$ cat config.mk
export PLATFORM = sky130hd
export DESIGN_NAME = plmcr_top
export DESIGN_NICKNAME = d
export VERILOG_FILES = /design/src/plmcr_downshift.v /design/src/plmcr_top.v
export VERILOG_INCLUDE_DIRS = /design/src
export SDC_FILE = /design/constraint.sdc
export NUM_CORES = 1
export LEC_CHECK = 0
export BUFFER_PORTS_ARGS = -buffer_cell sky130_fd_sc_hd__buf_4
export CAP_MARGIN = 20
export CORE_MARGIN = 5
export CORE_UTILIZATION = 54
export DETAILED_ROUTE_END_ITERATION = 8
export PLACE_DENSITY_LB_ADDON = 0.15
export RECOVER_POWER = 25
export SYNTH_ARGS = -nofsm -noshare
export SYNTH_HDL_FRONTEND = slang
export SYNTH_SLANG_ARGS = --single-unit
$ cat constraint.sdc
create_clock -name clk_in -period 3.43 [get_ports clk_in]
set_clock_uncertainty 0.05 [all_clocks]
set_input_delay 0.343 -clock clk_in [delete_from_list [all_inputs] [get_ports clk_in]]
set_output_delay 0.343 -clock clk_in [all_outputs]
set_load 0.01 [all_outputs]
$ cat src/plmcr_regs.vh
// Register offsets, field positions, reset values and encodings for the loopback/management/config bank
`ifndef PLMCR_REGS_VH
`define PLMCR_REGS_VH

// ----------------------------------------------------------------
// Register addresses (5-bit management register numbers)
// ----------------------------------------------------------------
`define PLMCR_ADDR_LOOP 5'h13
`define PLMCR_ADDR_UNUSED20 5'h14
`define PLMCR_ADDR_MGMT 5'h15
`define PLMCR_ADDR_SETUP 5'h16

// ----------------------------------------------------------------
// Loopback select fields
// ----------------------------------------------------------------
`define PLMCR_LOOP_MII 15
`define PLMCR_LOOP_DIG 12
`define PLMCR_LOOP_REP 11
`define PLMCR_LOOP_LDRV 10
`define PLMCR_LOOP_MASK 16'h9C00
`define PLMCR_LOOP_RST 16'h8000

// ----------------------------------------------------------------
// Management options fields
// ----------------------------------------------------------------
`define PLMCR_MGMT_IGN_ST00 2
`define PLMCR_MGMT_NO_PRE 0
`define PLMCR_MGMT_MASK 16'h0005
`define PLMCR_MGMT_RST 16'h0005

// ----------------------------------------------------------------
// Configuration fields
// ----------------------------------------------------------------
`define PLMCR_CFG_CRS_TX 15
`define PLMCR_CFG_FIFO_HI 13
`define PLMCR_CFG_FIFO_LO 12
`define PLMCR_CFG_DS_HI 11
`define PLMCR_CFG_DS_LO 10
`define PLMCR_CFG_TBI_DET 9
`define PLMCR_CFG_TBI_RATE 8
`define PLMCR_CFG_ALT_NP 7
`define PLMCR_CFG_GROUP 6
`define PLMCR_CFG_TXCLK 5
`define PLMCR_CFG_REFCLK 4
`define PLMCR_CFG_IF_HI 2
`define PLMCR_CFG_IF_LO 0
`define PLMCR_CFG_MASK 16'hBFF7
`define PLMCR_CFG_RST_FIXED 16'h1C00

// ----------------------------------------------------------------
// Encodings
// ----------------------------------------------------------------
`define PLMCR_IF_GMII 3'h0
`define PLMCR_IF_TBI 3'h1
`define PLMCR_IF_GMII_GTX 3'h2
`define PLMCR_IF_RSVD 3'h3
`define PLMCR_DS_OFF 2'h0
`define PLMCR_SPD_10 2'h0
`define PLMCR_SPD_100 2'h1
`define PLMCR_SPD_1000 2'h2

// ----------------------------------------------------------------
// Timing counts and output reset values
// ----------------------------------------------------------------
`define PLMCR_STRAP_LOAD 2'h2
`define PLMCR_STRAP_DONE 2'h3
`define PLMCR_DEPTH_RST 6'h10

`endif

$ cat src/plmcr_downshift.v
// Automatic speed downshift sequencer
`timescale 1ns/1ps
`default_nettype none

module plmcr_downshift (
	input wire clk_in,
	input wire sys_rst_in,
	input wire [1:0] ds_mode_in,
	input wire an_fail_in,
	input wire link_up_in,
	output reg [1:0] speed_out
);
`include "plmcr_regs.vh"

	reg link_seen_q;

	// ----------------------------------------------------------------
	// Speed stepping
	// ----------------------------------------------------------------
	always @(posedge clk_in) begin
		if (sys_rst_in) begin
			speed_out <= `PLMCR_SPD_1000;
			link_seen_q <= 1'b0;
		end else begin
			link_seen_q <= link_up_in;
			if (link_seen_q && !link_up_in) begin
				speed_out <= `PLMCR_SPD_1000; // [RL11]
			end else if (an_fail_in && !link_up_in) begin
				// Step 1000 -> 100 -> 10 -> 1000, skipping speeds the mode forbids [RL9] [RL10]
				case (speed_out)
					`PLMCR_SPD_1000: begin
						if (ds_mode_in[1])
							speed_out <= `PLMCR_SPD_100;
						else if (ds_mode_in[0])
							speed_out <= `PLMCR_SPD_10;
						else
							speed_out <= `PLMCR_SPD_1000;
					end
					`PLMCR_SPD_100: begin
						if (ds_mode_in[0])
							speed_out <= `PLMCR_SPD_10;
						else
							speed_out <= `PLMCR_SPD_1000;
					end
					default: begin
						speed_out <= `PLMCR_SPD_1000;
					end
				endcase
			end
		end
	end
endmodule // plmcr_downshift

`default_nettype wire

$ cat src/plmcr_top.v
// Loopback, management-option and configuration register bank
//
// Overview of operation
// (RL1) Bit 15 selects MII loopback, resets one
// (RL2) Bit 12 selects all-digital loopback, resets zero
// (RL3) Bit 11 selects replica loopback, not 10M
// (RL4) Bit 10 selects line driver loopback
// (RL5) Bit 2 set ignores start-00 frames
// (RL6) Bit 0 set allows preamble-less frames
// (RL7) Config bit 15 enables transmit carrier sense
// (RL8) Bits 13:12 set transmit FIFO depth
// (RL9) Bits 11:10 choose allowed downshift speeds
// (RL10) Failed gigabit negotiation steps down, repeating
// (RL11) Dropped link restarts at highest speed
// (RL12) Bit 9 chooses comma or link detect
// (RL13) Bit 8 chooses full-rate or split clocks
// (RL14) Bit 7 enables manual gigabit next pages
// (RL15) Bit 6 enables group management mode
// (RL16) Bit 5 enables transmit clock output
// (RL17) Bit 4 enables reference clock, strap-inverted
// (RL18) Bits 2:0 select MAC interface, strapped
// (RL19) Code 010 uses GTX clock for GMII
// (RL20) Reserved bits and register read zero
`timescale 1ns/1ps
`default_nettype none

module plmcr_top (
	input wire clk_in,
	input wire sys_rst_in,
	input wire [4:0] mgmt_addr_in,
	input wire [15:0] mgmt_wdata_in,
	input wire mgmt_wr_in,
	input wire mgmt_rd_in,
	input wire refclk_enable_strap_n_in,
	input wire [2:0] host_interface_strap_in,
	input wire an_fail_in,
	input wire link_up_in,
	input wire frame_st00_in,
	input wire frame_pre_seen_in,
	input wire frame_start_in,
	input wire tbi_comma_in,
	input wire tbi_link_in,
	input wire tx_active_in,
	input wire half_duplex_in,
	output reg [15:0] mgmt_rdata_out,
	output reg mgmt_rvalid_out,
	output reg frame_ignore_out,
	output reg frame_error_out,
	output reg loop_mii_out,
	output reg loop_digital_out,
	output reg loop_replica_out,
	output reg loop_line_drv_out,
	output reg crs_out,
	output reg [5:0] tx_fifo_depth_out,
	output reg [1:0] speed_out,
	output reg tbi_rate_full_out,
	output reg alt_next_page_out,
	output reg group_mgmt_out,
	output reg tx_clk_en_out,
	output reg reference_clock_output_en_out,
	output reg [2:0] host_if_mode_out,
	output reg gtx_clocked_out
);
`include "plmcr_regs.vh"

	// ----------------------------------------------------------------
	// Pin synchronisers
	// ----------------------------------------------------------------
	// Strap, negotiation and TBI detect pins come from outside this clock
	reg [7:0] pin_meta_q;
	reg [7:0] pin_sync_q;
	wire [7:0] pin_raw;
	assign pin_raw = {an_fail_in, link_up_in, tbi_comma_in, tbi_link_in,
		refclk_enable_strap_n_in, host_interface_strap_in};

	genvar gi;
	generate
		for (gi = 0; gi < 8; gi = gi + 1) begin : g_sync
			always @(posedge clk_in) begin
				// Zero in reset; the strap load waits until real levels arrive
				if (sys_rst_in) begin
					pin_meta_q[gi] <= 1'b0;
					pin_sync_q[gi] <= 1'b0;
				end else begin
					pin_meta_q[gi] <= pin_raw[gi];
					pin_sync_q[gi] <= pin_meta_q[gi];
				end
			end
		end
	endgenerate

	wire an_fail_s;
	wire link_up_s;
	wire comma_s;
	wire tbi_link_s;
	wire strap_n_s;
	wire [2:0] strap_if_s;
	assign an_fail_s = pin_sync_q[7];
	assign link_up_s = pin_sync_q[6];
	assign comma_s = pin_sync_q[5];
	assign tbi_link_s = pin_sync_q[4];
	assign strap_n_s = pin_sync_q[3];
	assign strap_if_s = pin_sync_q[2:0];

	// ----------------------------------------------------------------
	// Registers
	// ----------------------------------------------------------------
	reg [15:0] loop_q;
	reg [15:0] mgmt_q;
	reg [15:0] cfg_q;
	reg [1:0] strap_cnt_q;
	wire strap_load;
	wire wr_loop;
	wire wr_mgmt;
	wire wr_cfg;

	// Straps are captured on the third edge after reset release so that the
	// synchronisers hold real pin levels rather than their reset zeros.
	// A management write on that same edge is dropped; software is
	// expected to wait for the strap load before its first access.
	assign strap_load = (strap_cnt_q == `PLMCR_STRAP_LOAD);
	// Writes to reserved bits, register 20 and unmapped numbers fall through [RL20]
	assign wr_loop = mgmt_wr_in && !strap_load && (mgmt_addr_in == `PLMCR_ADDR_LOOP);
	assign wr_mgmt = mgmt_wr_in && !strap_load && (mgmt_addr_in == `PLMCR_ADDR_MGMT);
	assign wr_cfg = mgmt_wr_in && !strap_load && (mgmt_addr_in == `PLMCR_ADDR_SETUP);

	always @(posedge clk_in) begin
		if (sys_rst_in) begin
			strap_cnt_q <= 2'h0;
		end else if (strap_cnt_q != `PLMCR_STRAP_DONE) begin
			// Counter parks once the straps are in, so they load only once
			strap_cnt_q <= strap_cnt_q + 2'h1;
		end
	end

	always @(posedge clk_in) begin
		if (sys_rst_in) begin
			loop_q <= `PLMCR_LOOP_RST; // [RL1] [RL2] [RL4]
		end else if (wr_loop) begin
			loop_q <= mgmt_wdata_in & `PLMCR_LOOP_MASK; // [RL20]
		end
	end

	always @(posedge clk_in) begin
		if (sys_rst_in) begin
			mgmt_q <= `PLMCR_MGMT_RST; // [RL5] [RL6]
		end else if (wr_mgmt) begin
			mgmt_q <= mgmt_wdata_in & `PLMCR_MGMT_MASK; // [RL20]
		end
	end

	// Only the strapped fields change at the load; the rest keep their fixed defaults
	always @(posedge clk_in) begin
		if (sys_rst_in) begin
			cfg_q <= `PLMCR_CFG_RST_FIXED; // [RL8] [RL9]
		end else if (strap_load) begin
			cfg_q[`PLMCR_CFG_REFCLK] <= ~strap_n_s; // [RL17]
			cfg_q[`PLMCR_CFG_IF_HI:`PLMCR_CFG_IF_LO] <= strap_if_s; // [RL18]
		end else if (wr_cfg) begin
			cfg_q <= mgmt_wdata_in & `PLMCR_CFG_MASK; // [RL20]
		end
	end

	// ----------------------------------------------------------------
	// Read path
	// ----------------------------------------------------------------
	// Unmapped register numbers read as zero, like register 20
	reg [15:0] rdata_d;
	always @* begin
		case (mgmt_addr_in)
			`PLMCR_ADDR_LOOP: rdata_d = loop_q;
			`PLMCR_ADDR_MGMT: rdata_d = mgmt_q;
			`PLMCR_ADDR_SETUP: rdata_d = cfg_q;
			default: rdata_d = 16'h0000; // [RL20]
		endcase
	end

	// ----------------------------------------------------------------
	// Downshift sequencer
	// ----------------------------------------------------------------
	// Mode comes straight from the register; a new mode acts on the next failure [RL9]
	wire [1:0] speed_d;
	plmcr_downshift u_downshift (
		.clk_in(clk_in),
		.sys_rst_in(sys_rst_in),
		.ds_mode_in(cfg_q[`PLMCR_CFG_DS_HI:`PLMCR_CFG_DS_LO]),
		.an_fail_in(an_fail_s),
		.link_up_in(link_up_s),
		.speed_out(speed_d)
	);

	// ----------------------------------------------------------------
	// Derived controls
	// ----------------------------------------------------------------
	wire is_tbi;
	wire [2:0] if_mode;
	wire st00_ignore;
	wire pre_missing;
	reg [5:0] depth_d;
	// Reserved interface code 011 is kept and reported as written
	assign if_mode = cfg_q[`PLMCR_CFG_IF_HI:`PLMCR_CFG_IF_LO];
	assign is_tbi = (if_mode == `PLMCR_IF_TBI);
	assign st00_ignore = mgmt_q[`PLMCR_MGMT_IGN_ST00];
	// A frame lacking preamble is only wrong while preamble is required
	assign pre_missing = !frame_pre_seen_in && !mgmt_q[`PLMCR_MGMT_NO_PRE]; // [RL6]

	// Depth is the plus-or-minus span in entries, not a raw field copy
	always @* begin
		case (cfg_q[`PLMCR_CFG_FIFO_HI:`PLMCR_CFG_FIFO_LO]) // [RL8]
			2'h0: depth_d = 6'h08;
			2'h1: depth_d = 6'h10;
			2'h2: depth_d = 6'h18;
			default: depth_d = 6'h20;
		endcase
	end

	// ----------------------------------------------------------------
	// Read response
	// ----------------------------------------------------------------
	// Data is forced to zero outside a read so an idle bus never shows stale contents
	always @(posedge clk_in) begin
		if (sys_rst_in) begin
			mgmt_rdata_out <= 16'h0000;
			mgmt_rvalid_out <= 1'b0;
		end else begin
			mgmt_rdata_out <= mgmt_rd_in ? rdata_d : 16'h0000; // [RL20]
			mgmt_rvalid_out <= mgmt_rd_in;
		end
	end

	// ----------------------------------------------------------------
	// Frame screening
	// ----------------------------------------------------------------
	// Both flags may pulse together: a start-00 frame can also lack its preamble
	always @(posedge clk_in) begin
		if (sys_rst_in) begin
			frame_ignore_out <= 1'b0;
			frame_error_out <= 1'b0;
		end else begin
			frame_ignore_out <= frame_start_in && frame_st00_in && st00_ignore; // [RL5]
			frame_error_out <= frame_start_in && ((frame_st00_in && !st00_ignore) || pre_missing); // [RL5] [RL6]
		end
	end

	// ----------------------------------------------------------------
	// Loopback selects
	// ----------------------------------------------------------------
	always @(posedge clk_in) begin
		if (sys_rst_in) begin
			loop_mii_out <= 1'b0;
			loop_digital_out <= 1'b0;
			loop_replica_out <= 1'b0;
			loop_line_drv_out <= 1'b0;
		end else begin
			loop_mii_out <= loop_q[`PLMCR_LOOP_MII]; // [RL1]
			loop_digital_out <= loop_q[`PLMCR_LOOP_DIG]; // [RL2]
			// Replica path does not exist at 10 Mb/s; using the internal speed makes
			// the select drop on the same edge as the speed output changes
			loop_replica_out <= loop_q[`PLMCR_LOOP_REP] && (speed_d != `PLMCR_SPD_10); // [RL3]
			loop_line_drv_out <= loop_q[`PLMCR_LOOP_LDRV]; // [RL4]
		end
	end

	// ----------------------------------------------------------------
	// Carrier sense
	// ----------------------------------------------------------------
	// Comma and link detect pass the pin synchronisers, so crs_out lags their pins by three edges
	always @(posedge clk_in) begin
		if (sys_rst_in) begin
			crs_out <= 1'b0;
		end else if (is_tbi) begin
			crs_out <= cfg_q[`PLMCR_CFG_TBI_DET] ? comma_s : tbi_link_s; // [RL12]
		end else begin
			crs_out <= cfg_q[`PLMCR_CFG_CRS_TX] && tx_active_in && half_duplex_in; // [RL7]
		end
	end

	// ----------------------------------------------------------------
	// Configuration outputs
	// ----------------------------------------------------------------
	always @(posedge clk_in) begin
		if (sys_rst_in) begin
			tx_fifo_depth_out <= `PLMCR_DEPTH_RST;
			speed_out <= `PLMCR_SPD_1000;
			tbi_rate_full_out <= 1'b0;
			alt_next_page_out <= 1'b0;
			group_mgmt_out <= 1'b0;
			tx_clk_en_out <= 1'b0;
			reference_clock_output_en_out <= 1'b0;
			host_if_mode_out <= `PLMCR_IF_GMII;
			gtx_clocked_out <= 1'b0;
		end else begin
			tx_fifo_depth_out <= depth_d; // [RL8]
			speed_out <= speed_d; // [RL10]
			tbi_rate_full_out <= cfg_q[`PLMCR_CFG_TBI_RATE]; // [RL13]
			alt_next_page_out <= cfg_q[`PLMCR_CFG_ALT_NP]; // [RL14]
			group_mgmt_out <= cfg_q[`PLMCR_CFG_GROUP]; // [RL15]
			tx_clk_en_out <= cfg_q[`PLMCR_CFG_TXCLK]; // [RL16]
			reference_clock_output_en_out <= cfg_q[`PLMCR_CFG_REFCLK]; // [RL17]
			host_if_mode_out <= if_mode; // [RL18]
			gtx_clocked_out <= (if_mode == `PLMCR_IF_GMII_GTX); // [RL19]
		end
	end
endmodule // plmcr_top

`default_nettype wire

# Yosys cells after proc, flatten, opt, wreduce, memory -nomap -nowiden
# Cells that the tools add are included.
# W data, S select, Z words.
# classes
n_eq_ne	11
add_sub_neg	1
n_bitwise	3
n_mux	10
reduce_logical	26
# ops
op	count
$pmux W16 S3	1
$pmux W6 S3	1
$eq A5 B5 Y1 const B	3
$logic_and A1 B1 Y1	14
$eq A2 B2 Y1 const B	3
$logic_not A1 Y1	5
$mux W5	1
$eq A2 B1 Y1 const B	2
$mux W2	2
$pmux W2 S2	1
$reduce_bool A2 Y1	2
$reduce_or A2 Y1	2
$eq A3 B1 Y1 const B	1
$eq A3 B2 Y1 const B	1
$mux W1	3
$mux W3	1
$not A1 Y1	3
$add A2 B1 Y2 const B	1
$logic_not A2 Y1	1
$ne A2 B2 Y1 const B	1
$reduce_and A2 Y1	1
$logic_or A1 B1 Y1	1
# totals
inputBits	38
reg_bits	82
word_cells	92
out_inout_bits	41

# Logic depth before layout (Yosys ltp)
# logic_depth
depth_word	6
depth_mapped	6
mapped_depth_nobuf	6

# Modules after synthesis
# From an unflattened synthesis, not the netlist that was laid out.
# unflattened
hier_cells	263
area_unflattened_um2	2761.4
# modules_own_cells
mod	cells_each	area_per_inst_um2	n_inst	seq_area_each_um2
plmcr_top	246	2588.7	1	1481.4
plmcr_downshift	17	172.7	1	60.1

# Worst setup path after synthesis
# No wires, ideal clock.
# synth_timing
kind	register to register
from	register strap_cnt_q[0]
to	register loop_q[12]
setup_time_ps	128
n_path_buf	0
path_slack_ps	1830
required_time_ps	3252
t_arrival_ps	1423
path_stages_with_launch	7
synth_period_minus_slack_ps	1600
path_cell_list	dfxtp_1 > inv_1 > ha_1 > nand2b_1 > nor4b_4 > mux2i_1 > nor2_1
# synth_between
elab_chain_len	4
# synth_rtl
item	line_no	rtl
start: declaration	plmcr_top.v:111	reg [1:0] strap_cnt_q;
start signal: assignment	plmcr_top.v:132	strap_cnt_q <= strap_cnt_q + 2'h1;
$eq A2 B2 Y1 (no line)	--	
$logic_not A1 Y1	plmcr_top.v:123	assign wr_loop = mgmt_wr_in && !strap_load && (mgmt_addr_in == `PLMCR_ADDR_LOOP);
$logic_and A1 B1 Y1 (2 in series)	plmcr_top.v:123	
end signal: assignment	plmcr_top.v:138	loop_q <= `PLMCR_LOOP_RST;
end signal: assignment	plmcr_top.v:140	loop_q <= mgmt_wdata_in & `PLMCR_LOOP_MASK;
end: declaration	plmcr_top.v:108	reg [15:0] loop_q;
# No other way between the ends.
# A chain may end at the register's enable or synchronous reset.

# Final worst setup path
# Same ends and word-level chain as after synthesis.

==> metrics <==
pin count of the biggest net entering global routing=67; die area=between 6000 and 7000 sq um; Flop pwr share=0.516; final worst-path cycle share=0.5351; Hold Vio Cnt, Final=0; commonest non-fill, non-tap cell in the layout=dfxtp_1; Die Wd=80.17 um; sequential cell area fraction in the yosys report=0.5798; Worst Path Required=3.59 ns; GP Congestion=0.7598; count of unique library cells instantiated by Yosys=38; RSZ-0062 raised after global routing=false; critical path, cell by cell=inv_1, ha_1, nand2b_1, nor4b_4, mux2i_1, nor2_1; Fill cells=just under 400; Post-Syn Area per Cell=about 11 sq um; Inserted Clock Buffers=9; CTS Hold Buffers Added=0; TritonCTS clock tree=yes; Max Clk Rate=544.8 MHz; Initial Utilization=0.5592; status=finished, final reports clean; count of final setup violators=0; ant diodes=0; Clk pwr share=0.414; global-route wire length before repair=~8000 um; worst skew pair latency=around 0.35 ns; Gate Count Post-Synth=roughly 250; Mapped Area=approximately 2700 sq um; grt ovf=0; Worst setup EP type=flop; post-route ant nets=0; Die Y=roughly 80 um; switching power=about 380 uW; CP peak stage delay=approximately 0.42 ns; Resize count post-CTS=0; placed cells=376; Core ar.=around 4800 sq um; max-cap violations=0; crit path DAT=~2.0 ns; # port buffers=71; WL final=about 5000 um; share of layout cells above drive strength 1=0.2831; most frequent cells in the layout=77 x dfxtp_1, 71 x buf_4, 30 x nor2b_1; final std cells w/o fill=about 390; Reg2Reg Setup Slack=about 1.6 ns; IO Count=between 70 and 80; Pwr per Cell Area=~530 nW/um^2; final core occ=0.7221; detailed placement HPWL=approximately 3500 um; 1st-iter DRT viols=99; Comb power frac=0.070; H-tree depth=3; routed vias/inst=between 4 and 5; postcts setup bufs=0; LEAKAGE=1.620 nW; # rows=25; clock slew at reported path FFs=about 0.07 ns; Syn-to-layout area delta=29.13%; total global routing track utilization=0.1695; drt pass-1 iters=4; # DRC=0; Clock Root Buffer=clkbuf_8; relative slew slack=0.4195; Worst-Margin Slew=~0.86 ns; CP max stage cell=nor4b_4; Post-Place Cell Area=between 3000 and 4000 sq um; area share of the largest cell type after synthesis=0.5798; crit path kind=flop to flop; CP max FO=6; number of global-route vias before repair=1742; Internal=approximately 1.4 mW; Worst VDD drop=between 0.2 and 0.3 mV; initial antenna violation count=0; Final min period=about 1.8 ns; final instance area=around 3400 sq um; startpoint type of the worst setup path=flop; via count=~1900; fin nets=around 370; Bufs on Longest Clock Path=2; main area contributors after synthesis=dfxtp_1 58%, nor2b_1 7.1%, nor2_1 4.0%, ha_1 3.8%, mux2i_1 3.8%; Slew Limit Fails=0; cell taking the most area after synthesis=dfxtp_1; setup TNS=0 ns; Yosys Warn Count=0; Hold Path Class=input port to flop; CTS Sinks=77; Synth Register Bits=77; drt wl/cell=around 13 um; Switching Share=0.2098
-- path summary, 6_finish.rpt --
path                            cells past startpoint                        to                         from
worst max-delay path                                6   loop_q[12]$_SDFFE_PP0P_  strap_cnt_q[0]$_SDFFE_PP0P_
worst min-delay path                                2  pin_meta_q[1]$_SDFF_PP0_   host_interface_strap_in[1]
worst max register to register                      6   loop_q[12]$_SDFFE_PP0P_  strap_cnt_q[0]$_SDFFE_PP0P_
worst min register to register                      1      strap_n_s$_SDFF_PP0_     pin_meta_q[3]$_SDFF_PP0_
-- final cells by class --
type | instances | area, sq um | area share
Clock buffer | 12 | 155.1 | 0.04519
Clock inverter | 4 | 70.07 | 0.02041
Inverter | 13 | 48.80 | 0.01421
Multi-Input combinational cell | 148 | 1001 | 0.2915
Sequential cell | 77 | 1541 | 0.4490
Tap cell | 67 | 83.83 | 0.02442
Timing Repair Buffer | 71 | 533.0 | 0.1552
-- worst max-delay path: cells and delay by family (launching register included) --
family,cells,cell delay [ns]
adders and majority gates,1,0.26
buffers and inverters,1,0.06
and+or+nand+nor,3,0.69
DFF,1,0.37
muxes,1,0.26
-- cells in the mapped netlist (all sizes together) --
cell type	count
ha	8
inv	13
and2	8
or2	2
nand2	2
a311oi	2
a221o	3
mux2	1
and2b	1
dfxtp	77
o2bb2ai	1
nand2b	2
o22ai	1
nand3	2
xor2	1
nor3b	2
nor4	2
nor4b	2
conb	1
nor2	29
a32oi	2
nand3b	1
o21ai	3
clkbuf	7
nor2b	30
and4b	1
a21oi	8
nor3	8
a211o	3
a22o	4
buf	7
nand4b	1
a21o	1
and3b	2
mux2i	10
-- power by group through the flow --
stage / combinational, mW / sequential [mW] / clock, mW
global route: 0.143 / 0.937 / 0.810
finish: 0.128 / 0.935 / 0.751
floorplan: 0.0740 / 0.954 / 0
global placement: 0.122 / 0.954 / 0
CTS: 0.129 / 0.934 / 0.765
detailed placement: 0.127 / 0.955 / 0
-- state kept, by name, indices dropped and copies added (netlist names), 2 cells and up --
register	count
cfg_q	14
mgmt_rdata_out	14
pin_meta_q	8
loop_q	4
host_if_mode_out	3
pin_sync_q	3
tx_fifo_depth_out	3
mgmt_q	2
speed_out	2
strap_cnt_q	2
u_downshift.speed_out	2
-- metal layers --
layer,up-vias,routed length (um),track usage
met5,-,0,0
li1,957,-,-
met1,840,2142,0.1976
met4,0,150,0.1216
met3,11,360,0.04821
met2,56,2334,0.2649
-- stage by stage --
stage	hold slack (ns)	total power, mW	setup slack, ns
6_report	0.1507	1.813	1.594
4_1_cts	0.1381	1.828	1.579
3_5_place_dp	0.3704	1.082	1.300
2_1_floorplan	0.3638	1.028	1.830
3_3_place_gp	0.3668	1.076	1.321
5_1_grt	0.1367	1.890	1.469
-- kinds of logic (layout without fill, tap and decap cells) --
logic type | count (synthesis) | after routing | share of synthesized area
xor gates and xnor gates | 1 | 1 | 0.003295
other | 1 | 5 | 0.001410
adders and majority gates | 8 | 8 | 0.03765
buffers and inverters | 27 | 100 | 0.04941
muxes | 11 | 11 | 0.04188
and+or+nand+nor | 95 | 95 | 0.2099
AOI/OAI and AO/OA | 28 | 28 | 0.07671
DFF | 77 | 77 | 0.5798
(Power assumes the default switching activity.)
